==> config.mk <==
export PLATFORM = sky130hd
export DESIGN_NAME = tone_gen
export DESIGN_NICKNAME = d
export VERILOG_FILES = /design/src/rtl/tone_pkg.sv /design/src/rtl/tone_if.sv /design/src/rtl/tone_synth.sv /design/src/rtl/tone_gen.sv
export SDC_FILE = /design/constraint.sdc
export NUM_CORES = 1
export LEC_CHECK = 0
export BUFFER_PORTS_ARGS = -buffer_cell sky130_fd_sc_hd__buf_2
export CORE_MARGIN = 2
export CORE_UTILIZATION = 64
export CTS_CLUSTER_DIAMETER = 30
export DETAILED_ROUTE_END_ITERATION = 10
export PLACE_DENSITY = 0.82
export SETUP_SLACK_MARGIN = 0.02
export SLEW_MARGIN = 20
export SYNTH_ARGS = -nofsm -noshare
export SYNTH_HDL_FRONTEND = slang
export SYNTH_SLANG_ARGS = --single-unit
==> constraint.sdc <==
create_clock -name clk_sys -period 8.9 [get_ports clk_sys]
set_input_delay 2.67 -clock clk_sys [delete_from_list [all_inputs] [get_ports clk_sys]]
set_output_delay 2.67 -clock clk_sys [all_outputs]
set_load 0.03 [all_outputs]
==> src/rtl/tone_pkg.sv <==
package tone_pkg;

  // time base: one millisecond of the system clock
  localparam int unsigned CLK_HZ = 250_000_000;
  localparam int unsigned MS_PER_S = 1000;
  localparam int unsigned CYCLES_PER_MS = CLK_HZ / MS_PER_S;
  localparam int MS_CNT_BITS = 18;

  // command fields
  localparam int PIN_COUNT = 16;
  localparam int PIN_BITS = 4;
  localparam int FREQ_BITS = 15;
  localparam logic [15:0] DUR_MIN = 16'h0001;

  // phase step = freq * 2^32 / CLK_HZ, approximated as freq * STEP_MULT >> STEP_SHIFT
  localparam logic [17:0] STEP_MULT = 18'h1_12E1;
  localparam int STEP_SHIFT = 12;
  localparam int PHASE_BITS = 32;

  // modulator: 512-cycle frame, mid-scale duty is silence
  localparam int PWM_BITS = 9;
  localparam logic [9:0] DUTY_MID = 10'h100;

  // controller states
  typedef enum logic [1:0] {
    ST_IDLE = 2'b01,
    ST_PLAY = 2'b10
  } play_state_t;

endpackage

==> src/rtl/tone_if.sv <==
`timescale 1ns/10ps
`default_nettype none

interface tone_if;
  logic run;
  logic two;
  logic [31:0] step_a;
  logic [31:0] step_b;
  logic pwm;

  modport ctrl (output run, output two, output step_a, output step_b, input pwm);
  modport synth (input run, input two, input step_a, input step_b, output pwm);
endinterface

`default_nettype wire

==> src/rtl/tone_synth.sv <==
`timescale 1ns/10ps
`default_nettype none

module tone_synth
  import tone_pkg::*;
(
  // clock and reset
  input wire logic clk_sys,
  input wire logic rst,
  // controller side
  tone_if.synth tb
);

  typedef struct packed {
    logic [31:0] phase_a;
    logic [31:0] phase_b;
    logic [8:0] pwm_cnt;
    logic [9:0] duty;
    logic pwm;
  } synth_state_t;

  synth_state_t s;
  synth_state_t next_s;
  logic signed [8:0] sine_a;
  logic signed [8:0] sine_b;
  logic signed [9:0] mixed;

  ////////////////////////////////////////////////////////////////////////////
  // parabolic half-wave sine; phase zero gives zero, so a stopped tone is mute
  function automatic logic signed [8:0] half_sine(input logic [31:0] ph);
    logic [7:0] x;
    logic [15:0] p;
    logic [8:0] mag;
    x = ph[30:23];
    p = x * (8'hFF - x);
    mag = {1'b0, p[13:6]};
    return ph[31] ? -$signed(mag) : $signed(mag);
  endfunction

  // mixing: two tones halve their sum so the duty never leaves range
  always_comb begin
    sine_a = half_sine(s.phase_a);
    sine_b = half_sine(s.phase_b);
    if (tb.two) begin
      mixed = (10'(sine_a) + 10'(sine_b)) >>> 1;
    end else begin
      mixed = 10'(sine_a);
    end
  end

  // phase accumulators and pwm frame; duty updates once per frame
  always_comb begin
    next_s = s;
    next_s.pwm_cnt = s.pwm_cnt + 9'h001;
    if (s.pwm_cnt == '1) begin
      next_s.duty = DUTY_MID + 10'(mixed);
    end
    next_s.pwm = ({1'b0, s.pwm_cnt} < s.duty);
    if (tb.run) begin
      next_s.phase_a = s.phase_a + tb.step_a;
      next_s.phase_b = s.phase_b + tb.step_b;
    end else begin
      // restart at phase zero so each command begins cleanly
      next_s.phase_a = '0;
      next_s.phase_b = '0;
    end
  end

  always_ff @(posedge clk_sys or posedge rst) begin
    if (rst) begin
      s <= '{phase_a: 32'h0000_0000, phase_b: 32'h0000_0000, pwm_cnt: 9'h000,
             duty: 10'h100, pwm: 1'b0};
    end else begin
      s <= next_s;
    end
  end

  assign tb.pwm = s.pwm;

  ////////////////////////////////////////////////////////////////////////////
  a_zero_silent: assert property (@(posedge clk_sys) disable iff (rst)
    (tb.run && tb.step_a == 0 && tb.step_b == 0)[*2] |-> mixed == 0)
    else $error("zero frequencies did not give silence");

  a_duty_range: assert property (@(posedge clk_sys) disable iff (rst)
    s.duty >= 10'h002 && s.duty <= 10'h1FE)
    else $error("duty left modulator range");

  a_mix_sum: assert property (@(posedge clk_sys) disable iff (rst)
    (tb.two && s.pwm_cnt == '1) |=> s.duty == DUTY_MID + 10'(($past(10'(sine_a))
    + $past(10'(sine_b))) >>> 1))
    else $error("two-tone mix not loaded into duty");

  a_pwm_follow: assert property (@(posedge clk_sys) disable iff (rst)
    (s.pwm_cnt == 9'h000) |-> ##1 (s.pwm == (s.duty != 0))[*1])
    else $error("pwm frame did not start high for a nonzero duty");

endmodule

`default_nettype wire

==> src/rtl/tone_gen.sv <==
`timescale 1ns/10ps
`default_nettype none

module tone_gen
  import tone_pkg::*;
#(
  parameter int unsigned MS_CYCLES = CYCLES_PER_MS
) (
  // clock and reset
  input wire logic clk_sys,
  input wire logic rst,
  // command
  input wire logic cmd_valid,
  output logic cmd_ready,
  input wire logic [3:0] cmd_pin,
  input wire logic [15:0] cmd_duration,
  input wire logic [15:0] first_tone_frequency,
  input wire logic [15:0] second_tone_frequency,
  input wire logic cmd_two_tones,
  // status
  output logic busy,
  output logic done,
  // i/o pins
  output logic [15:0] pin_out,
  output logic [15:0] pin_oe_n
);

  typedef struct packed {
    play_state_t st;
    logic [MS_CNT_BITS-1:0] ms_cnt;
    logic [15:0] dur_left;
    logic [PIN_BITS-1:0] pin_sel;
    logic [PIN_COUNT-1:0] dir;
    logic [PIN_COUNT-1:0] pins;
    logic [31:0] step_a;
    logic [31:0] step_b;
    logic two;
    logic done;
  } gen_state_t;

  gen_state_t s;
  gen_state_t next_s;
  logic take;

  tone_if tbus ();

  ////////////////////////////////////////////////////////////////////////////
  // hertz to phase step; the top bit is ignored, so 32768 means silence
  function automatic logic [31:0] tone_step(input logic [15:0] freq);
    logic [14:0] f;
    logic [32:0] prod;
    f = freq[FREQ_BITS-1:0];
    prod = f * STEP_MULT;
    // the product stays below 2^32, so the shifted value always fits the step
    return 32'(prod >> STEP_SHIFT);
  endfunction

  assign take = cmd_valid && (s.st == ST_IDLE);

  // command acceptance, millisecond count-down and pin steering
  always_comb begin
    next_s = s;
    next_s.done = 1'b0;
    case (s.st)
      ST_IDLE: begin
        if (cmd_valid) begin
          next_s.st = ST_PLAY;
          next_s.pin_sel = cmd_pin;
          next_s.dir[cmd_pin] = 1'b1;
          next_s.ms_cnt = '0;
          // a zero duration is outside the legal range; play the shortest
          next_s.dur_left = (cmd_duration == 16'h0000) ? DUR_MIN : cmd_duration;
          next_s.step_a = tone_step(first_tone_frequency);
          next_s.step_b = cmd_two_tones ? tone_step(second_tone_frequency) : '0;
          next_s.two = cmd_two_tones;
        end
      end
      ST_PLAY: begin
        next_s.pins = '0;
        next_s.pins[s.pin_sel] = tbus.pwm;
        if (s.ms_cnt == MS_CNT_BITS'(MS_CYCLES - 1)) begin
          next_s.ms_cnt = '0;
          if (s.dur_left == DUR_MIN) begin
            // pin stays an output, parked low
            next_s.st = ST_IDLE;
            next_s.pins = '0;
            next_s.done = 1'b1;
          end else begin
            next_s.dur_left = s.dur_left - 16'h0001;
          end
        end else begin
          next_s.ms_cnt = s.ms_cnt + MS_CNT_BITS'(1);
        end
      end
      default: begin
        next_s.st = ST_IDLE;
      end
    endcase
  end

  always_ff @(posedge clk_sys or posedge rst) begin
    if (rst) begin
      s <= '{st: ST_IDLE, ms_cnt: '0, dur_left: 16'h0000, pin_sel: 4'h0, dir: 16'h0000,
             pins: 16'h0000, step_a: 32'h0000_0000, step_b: 32'h0000_0000,
             two: 1'b0, done: 1'b0};
    end else begin
      s <= next_s;
    end
  end

  // synthesizer runs only while a command is being played
  assign tbus.run = (s.st == ST_PLAY);
  assign tbus.two = s.two;
  assign tbus.step_a = s.step_a;
  assign tbus.step_b = s.step_b;

  tone_synth u_synth (
    .clk_sys(clk_sys),
    .rst(rst),
    .tb(tbus.synth)
  );

  assign cmd_ready = (s.st == ST_IDLE);
  assign busy = (s.st == ST_PLAY);
  assign done = s.done;
  assign pin_out = s.pins;
  assign pin_oe_n = ~s.dir;

  ////////////////////////////////////////////////////////////////////////////
  a_dir_sticky: assert property (@(posedge clk_sys) disable iff (rst)
    ((~$past(pin_oe_n)) & pin_oe_n) == 16'h0000)
    else $error("a pin left output mode");

  a_start_drive: assert property (@(posedge clk_sys) disable iff (rst)
    take |=> (pin_oe_n[$past(cmd_pin)] == 1'b0 && busy))
    else $error("selected pin not switched to output");

  a_quiet_pins: assert property (@(posedge clk_sys) disable iff (rst)
    (pin_out & ~(16'h0001 << s.pin_sel)) == 16'h0000)
    else $error("unselected pin driven high");

  a_dur_clamp: assert property (@(posedge clk_sys) disable iff (rst)
    (take && cmd_duration == 16'h0000) |=> s.dur_left == DUR_MIN)
    else $error("zero duration not clamped to one");

  a_ms_step: assert property (@(posedge clk_sys) disable iff (rst)
    (busy && s.ms_cnt != MS_CNT_BITS'(MS_CYCLES - 1)) |=> $stable(s.dur_left))
    else $error("duration changed inside a millisecond");

  a_msb_drop: assert property (@(posedge clk_sys) disable iff (rst)
    (take && first_tone_frequency == 16'h8000) |=> s.step_a == 32'h0000_0000)
    else $error("bit fifteen of frequency was used");

  a_single_full: assert property (@(posedge clk_sys) disable iff (rst)
    (take && !cmd_two_tones) |=> (!s.two && s.step_b == 32'h0000_0000))
    else $error("single tone treated as a mix");

endmodule

`default_nettype wire

# [Word-level counts from Yosys, hierarchy flattened]
# Index checks and enable logic that the tools add are counted.
[classes] n_mul=4 addsub=11 bitwise_logic=3 n_eq_ne=9 n_mux=23 n_lt_le_gt_ge=5 reduce_logical=8
[op_table] cell="2-to-1 mux 16 bit" n=5
[op_table] cell="case mux 34 bit (2 select lines)" n=1
[op_table] cell="multiplier 15 x 17 -> 32 bit, second input constant" n=2
[op_table] cell="2-to-1 mux 64 bit" n=1
[op_table] cell="2-to-1 mux 56 bit" n=1
[op_table] cell="adder 32 x 20 -> 32 bit" n=1
[op_table] cell="adder 32 bit" n=1
[op_table] cell="multiplier 8 x 16 -> 14 bit" n=2
[op_table] cell="2-to-1 mux 20 bit" n=1
[op_table] cell="adder 18 x 1 -> 18 bit, second input constant" n=1
[op_table] cell="equality test 18 bit, second input constant" n=1
[op_table] cell="2-to-1 mux 18 bit" n=1
[op_table] cell="2-to-1 mux 9 bit" n=2
[op_table] cell="negation 8 -> 9 bit" n=2
[op_table] cell="subtractor 8 x 8 -> 9 bit, first input constant" n=2
[op_table] cell="AND 16 bit" n=1
[op_table] cell="equality test 16 x 1 -> 1 bit, second input constant" n=1
[op_table] cell="zero test 16 bit" n=1
[op_table] cell="inverter 16 bit" n=1
[op_table] cell="bitwise OR 16 bit" n=1
[op_table] cell="subtractor 16 x 1 -> 16 bit, second input constant" n=1
[op_table] cell="adder 9 x 10 -> 10 bit, first input constant" n=1
[op_table] cell="adder 9 x 9 -> 10 bit" n=1
[op_table] cell="< comparator 4 x 5 -> 1 bit, second input constant" n=2
[op_table] cell="other kinds (18)" n=29
[totals] reg_bits=210

# [Logic depth before layout (Yosys ltp)]
[logic_depth] ltp_word=7 ltp_mapped=28

# [Cells and area by module]
# Synthesis repeated with hierarchy kept, for this count alone.
[hier_totals] cells_unflattened=2442 area_unflattened_um2=22121.2
[by_module_without_submodules] mod="tone_gen" instances=1 area_per_inst_um2=12064.1 cells_each=1279
[by_module_without_submodules] mod="tone_synth" instances=1 area_per_inst_um2=10057.1 cells_each=1163

# [Least setup slack after synthesis]
# OpenSTA, ideal clock, no wires.
[synth_path] path_kind="input to register" startpoint="in second_tone_frequency[12]" endpoint="reg s (netlist bit tbus.step_b[17])" setup_ps=126 path_stages=17 t_arrival_ps=7576 slack_ps=1198 required_ps=8774 path_cell_list="fa_1 > inv_1 > fa_1 > fa_1 > inv_1 > fa_1 > fa_1 > ha_1 > ha_1 > a211o_1 > o22a_1 > and3_1 > and3_1 > o2111ai_1 > a21oi_1 > or2_2 > a221o_1"
[synth_via] elab_chain_len=2
[synth_lines] element="start: declaration" line="tone_gen.sv:18" rtl="input wire logic [15:0] second_tone_frequency,"
[synth_lines] element="multiplier 15 x 17 -> 32 bit" line="tone_gen.sv:53" rtl="prod = f * STEP_MULT;"
[synth_lines] element="2-to-1 mux 20 bit" line="tone_gen.sv:74" rtl="next_s.step_b = cmd_two_tones ? tone_step(second_tone_frequency) : '0;"
[synth_lines] element="end signal: assignment" line="tone_gen.sv:103" rtl="s <= '{st: ST_IDLE, ms_cnt: '0, dur_left: 16'h0000, pin_sel: 4'h0, dir: 16'h0000,"
[synth_lines] element="end signal: assignment" line="tone_gen.sv:107" rtl="s <= next_s;"
[synth_lines] element="end: declaration" line="tone_gen.sv:41" rtl="gen_state_t s;"
# No other way between the ends.
# A chain may end at the register's enable or synchronous reset.

# [Worst setup path after layout]
# Same ends and word-level chain as after synthesis.

==> flow_metrics.tcl <==
set metrics [dict create \
    cts_root_buf "clkbuf_16" \
    fmax_mhz 128.7 \
    start_kind "input pin" \
    ctsHoldBuffers 0 \
    synth_seq_area_share 0.2369 \
    setup-violations-final 0 \
    avgSynthCellArea_sq_um 9.333 \
    drt-initial-drc-count 834 \
    drc_errors 0 \
    leakage_nw 11.72 \
    hold_path_depth 2 \
    vdd_drop_max_v 0.0001660 \
    cp.depth 18 \
    cp_common_cell "fa_1" \
    cts_setup_buffers 0 \
    dp.cells 2697 \
    timing.rr.start "u_synth.s[78]$_DFF_PP0_" \
    finClkSkew_ns 0.01263 \
    ys_async_sr_fraction 1.000 \
    cp_max_fo 7 \
    cts_tree "built" \
    arrival_ns 8.11 \
    crit_slowest_cell "fa_1" \
    crit_buf_inv 3 \
    finalCritPeriodShare 0.8732 \
    postSynthCellCount 2231 \
    end_kind "register" \
    power_mw 5.838 \
    hold_path_class "reg -> reg" \
    fp-row-count 66 \
    ys_ff_latch 197 \
    relSlewSlack 0.3346 \
    start_util 0.6449 \
    crit_start "second_tone_frequency[12]" \
    worstSkewPairLatency_ns 0.45 \
    htree_num_levels 4 \
    synth_top_area_cell "dfrtp_1" \
    p_per_area_nw_per_um2 263.8 \
    syn-num-nets 2805 \
    area_growth_pct 6.268 \
    overflow 0 \
    drtAntennaViolNets 0 \
    cts_resized 0 \
    path_cells "buf_2 -> fa_1 -> inv_1 -> fa_1 -> fa_1 -> inv_1 -> fa_1 -> fa_1 -> ha_1 -> ha_1 -> a211o_1 -> o22a_1 -> and3_1 -> and3_1 -> o2111ai_1 -> a21oi_1 -> or2_2 -> a221o_1" \
    clk_pin_slew_worst_paths_ns 0.07 \
    hpwl_um 34110 \
    clock_path_buffers 2 \
    rsz0062_at_grt "false" \
    dieArea_sq_um 33990 \
    gr-usage-all-layers 0.2788 \
    drive_above_1_share 0.06652 \
    post_layout_nonfiller_instances 2727 \
    pre_cts_slack_ns 0.6832 \
    hold_start "s[82]$_DFFE_PP0P_" \
    grt_pass1_wl_um 76680 \
    required_ns 9.24 \
    io_pins 91 \
    grt_pass1_vias 16400 \
    cap_violations 0 \
    num_antenna_cells 0 \
    place_congestion 0.9002 \
    slew_violations 0 \
    tns_ns 0 \
    wl_per_cell_um 16.43 \
    yosysTopAreaCellShare 0.2344 \
    antenna_found_initial 0 \
    vias 15960 \
    layout.nets 2848 \
    synth-edff-count 0 \
    cts_buffers 17 \
    post-route-worst-setup-slack_ns 1.129 \
    critical-path-top-delay-family "adder cells" \
    reg2reg_depth 24 \
    fp.dieH_um 184.4 \
    yosysUniqueCellTypes 78 \
    hold_viol 0 \
    synthFlopType "dfrtp_1" \
    portBuffers 88 \
    worst_pin_slew_ns 0.9981 \
    ys_warn_count 0 \
    vias_per_cell 5.854 \
    finalCriticalPeriod_ns 7.771 \
    dr.pass1.iters 5 \
    status "finished clean" \
    core_sq_um 32290 \
    clkSinkCount 197 \
    die_w_um 184.4 \
    netlist_area_sq_um 20820 \
    critPathMaxStageDelay_ns 0.56 \
    grt_max_degree 117 \
    routed_wl_um 44820 \
    path_class "in -> reg" \
    synthTopCellsByArea "dfrtp_1, ha_1, fa_1" \
]
==> layer usage <==
| layer | vias to the layer above | GRT usage | share of wire |
|---|---|---|---|
| met5 | - | 0 | 0 |
| li1 | 7647 | - | - |
| met4 | 0 | 0.1165 | 0.035 |
| met2 | 363 | 0.4798 | 0.49 |
| met3 | 97 | 0.04090 | 0.043 |
| met1 | 7856 | 0.3524 | 0.43 |
==> worst reg2reg max path, cell delays in order (launching register included) <==
cell	delay, ns
dfrtp_1	0.58
clkinv_1	0.37
ha_1	0.39
inv_1	0.04
ha_1	0.26
inv_1	0.04
fa_1	0.47
inv_1	0.05
fa_1	0.54
inv_1	0.06
fa_1	0.53
inv_1	0.04
ha_1	0.37
o21ai_0	0.12
o21bai_1	0.43
a221oi_1	0.20
o31ai_1	0.28
nor3_1	0.09
o41ai_1	0.69
xnor2_1	0.15
ha_1	0.35
a21o_1	0.18
a31oi_1	0.18
xnor2_1	0.09
a211o_1	0.29
==> metrics by stage <==
stage / util / area [sq um] / hold WS (ns)
final: 0.6853 / 22130 / 0.4541
after global routing: 0.6853 / 22130 / 0.4686
after CTS: 0.6852 / 22120 / 0.4548
after detailed placement: 0.6667 / 21530 / 0.4369
after global placement: 0.6667 / 21530 / 0.4315
after floorplan: - / 20820 / 0.4379
==> sequential cells by signal, summed over array words and instances, names as in the netlist <==
register,cells
u_synth.s,82
tbus.step_a,20
done,1
pin_out,16
tbus.step_b,20
tbus.two,1
s,56
u_synth.tb.pwm,1
==> worst paths after layout <==
kind / end / slack (ns)
max: tbus.step_b[17]$_DFFE_PP0P_ / 1.13
min: s[82]$_DFFE_PP0P_ / 0.45
max reg2reg: u_synth.s[8]$_DFFE_PP0N_ / 2.00
min reg2reg: s[82]$_DFFE_PP0P_ / 0.45
max in group asynchronous: u_synth.s[75]$_DFF_PP0_ / 5.28
min in group asynchronous: u_synth.s[38]$_DFF_PP0_ / 2.38
==> cells in the mapped netlist (all sizes together) (4+ instances only) <==
library cell / n
clkinv: 4
xor2: 38
and4: 5
nor2b: 44
a311oi: 5
ha: 357
or2: 5
nand4: 12
clkbuf: 48
o21bai: 8
mux2i: 8
and2: 24
o211ai: 7
nor2: 154
xnor2: 72
o21ai: 158
nor3b: 4
nand2: 146
nor4: 18
dfrtp: 195
a21oi: 94
o31ai: 22
a32o: 8
a21o: 35
a31oi: 16
fa: 161
o41ai: 8
o21a: 10
and4b: 4
nand3: 34
nand2b: 27
nor3: 29
a32oi: 5
or4: 7
a22o: 5
and3: 26
a211oi: 14
buf: 23
inv: 318
or3: 24
==> cell type report <==
class                      count  area [sq um]
tap                          442         553.0
fill                        2441         10160
multi-input combinational   1641         14330
sequential                   197          4932
inverter                     322          1216
clock inverter                10         148.9
timing repair buffer          95         496.7
clock buffer                  20         446.7
==> cells in the final DEF, fill, tap and decap left out, drive strengths merged, types with 38 or more instances in the layout <==
master / n
nor2b: 44
inv: 321
xor2: 38
fa: 161
xnor2: 72
dfrtp: 195
ha: 357
nand2: 146
o21ai: 158
buf: 95
nor2: 154
a21oi: 94
==> where the power goes <==
part	switching, mW	total, mW	internal, mW
combinational	2.05	3.66	1.61
sequential	0.210	1.37	1.16
clock	0.357	0.808	0.451
total	2.62	5.84	3.22
==> cell families (layout without fill, tap and decap cells) <==
logic type	after synthesis	after routing	synth area share
flops	197	197	0.2369
fa+ha+maj	518	518	0.3693
buf+inv	393	447	0.07524
mux	11	11	0.005468
xor+xnor	111	111	0.04735
simple gates	570	570	0.1346
compound gates	431	431	0.1311
Power figures use the tool's default switching activity.
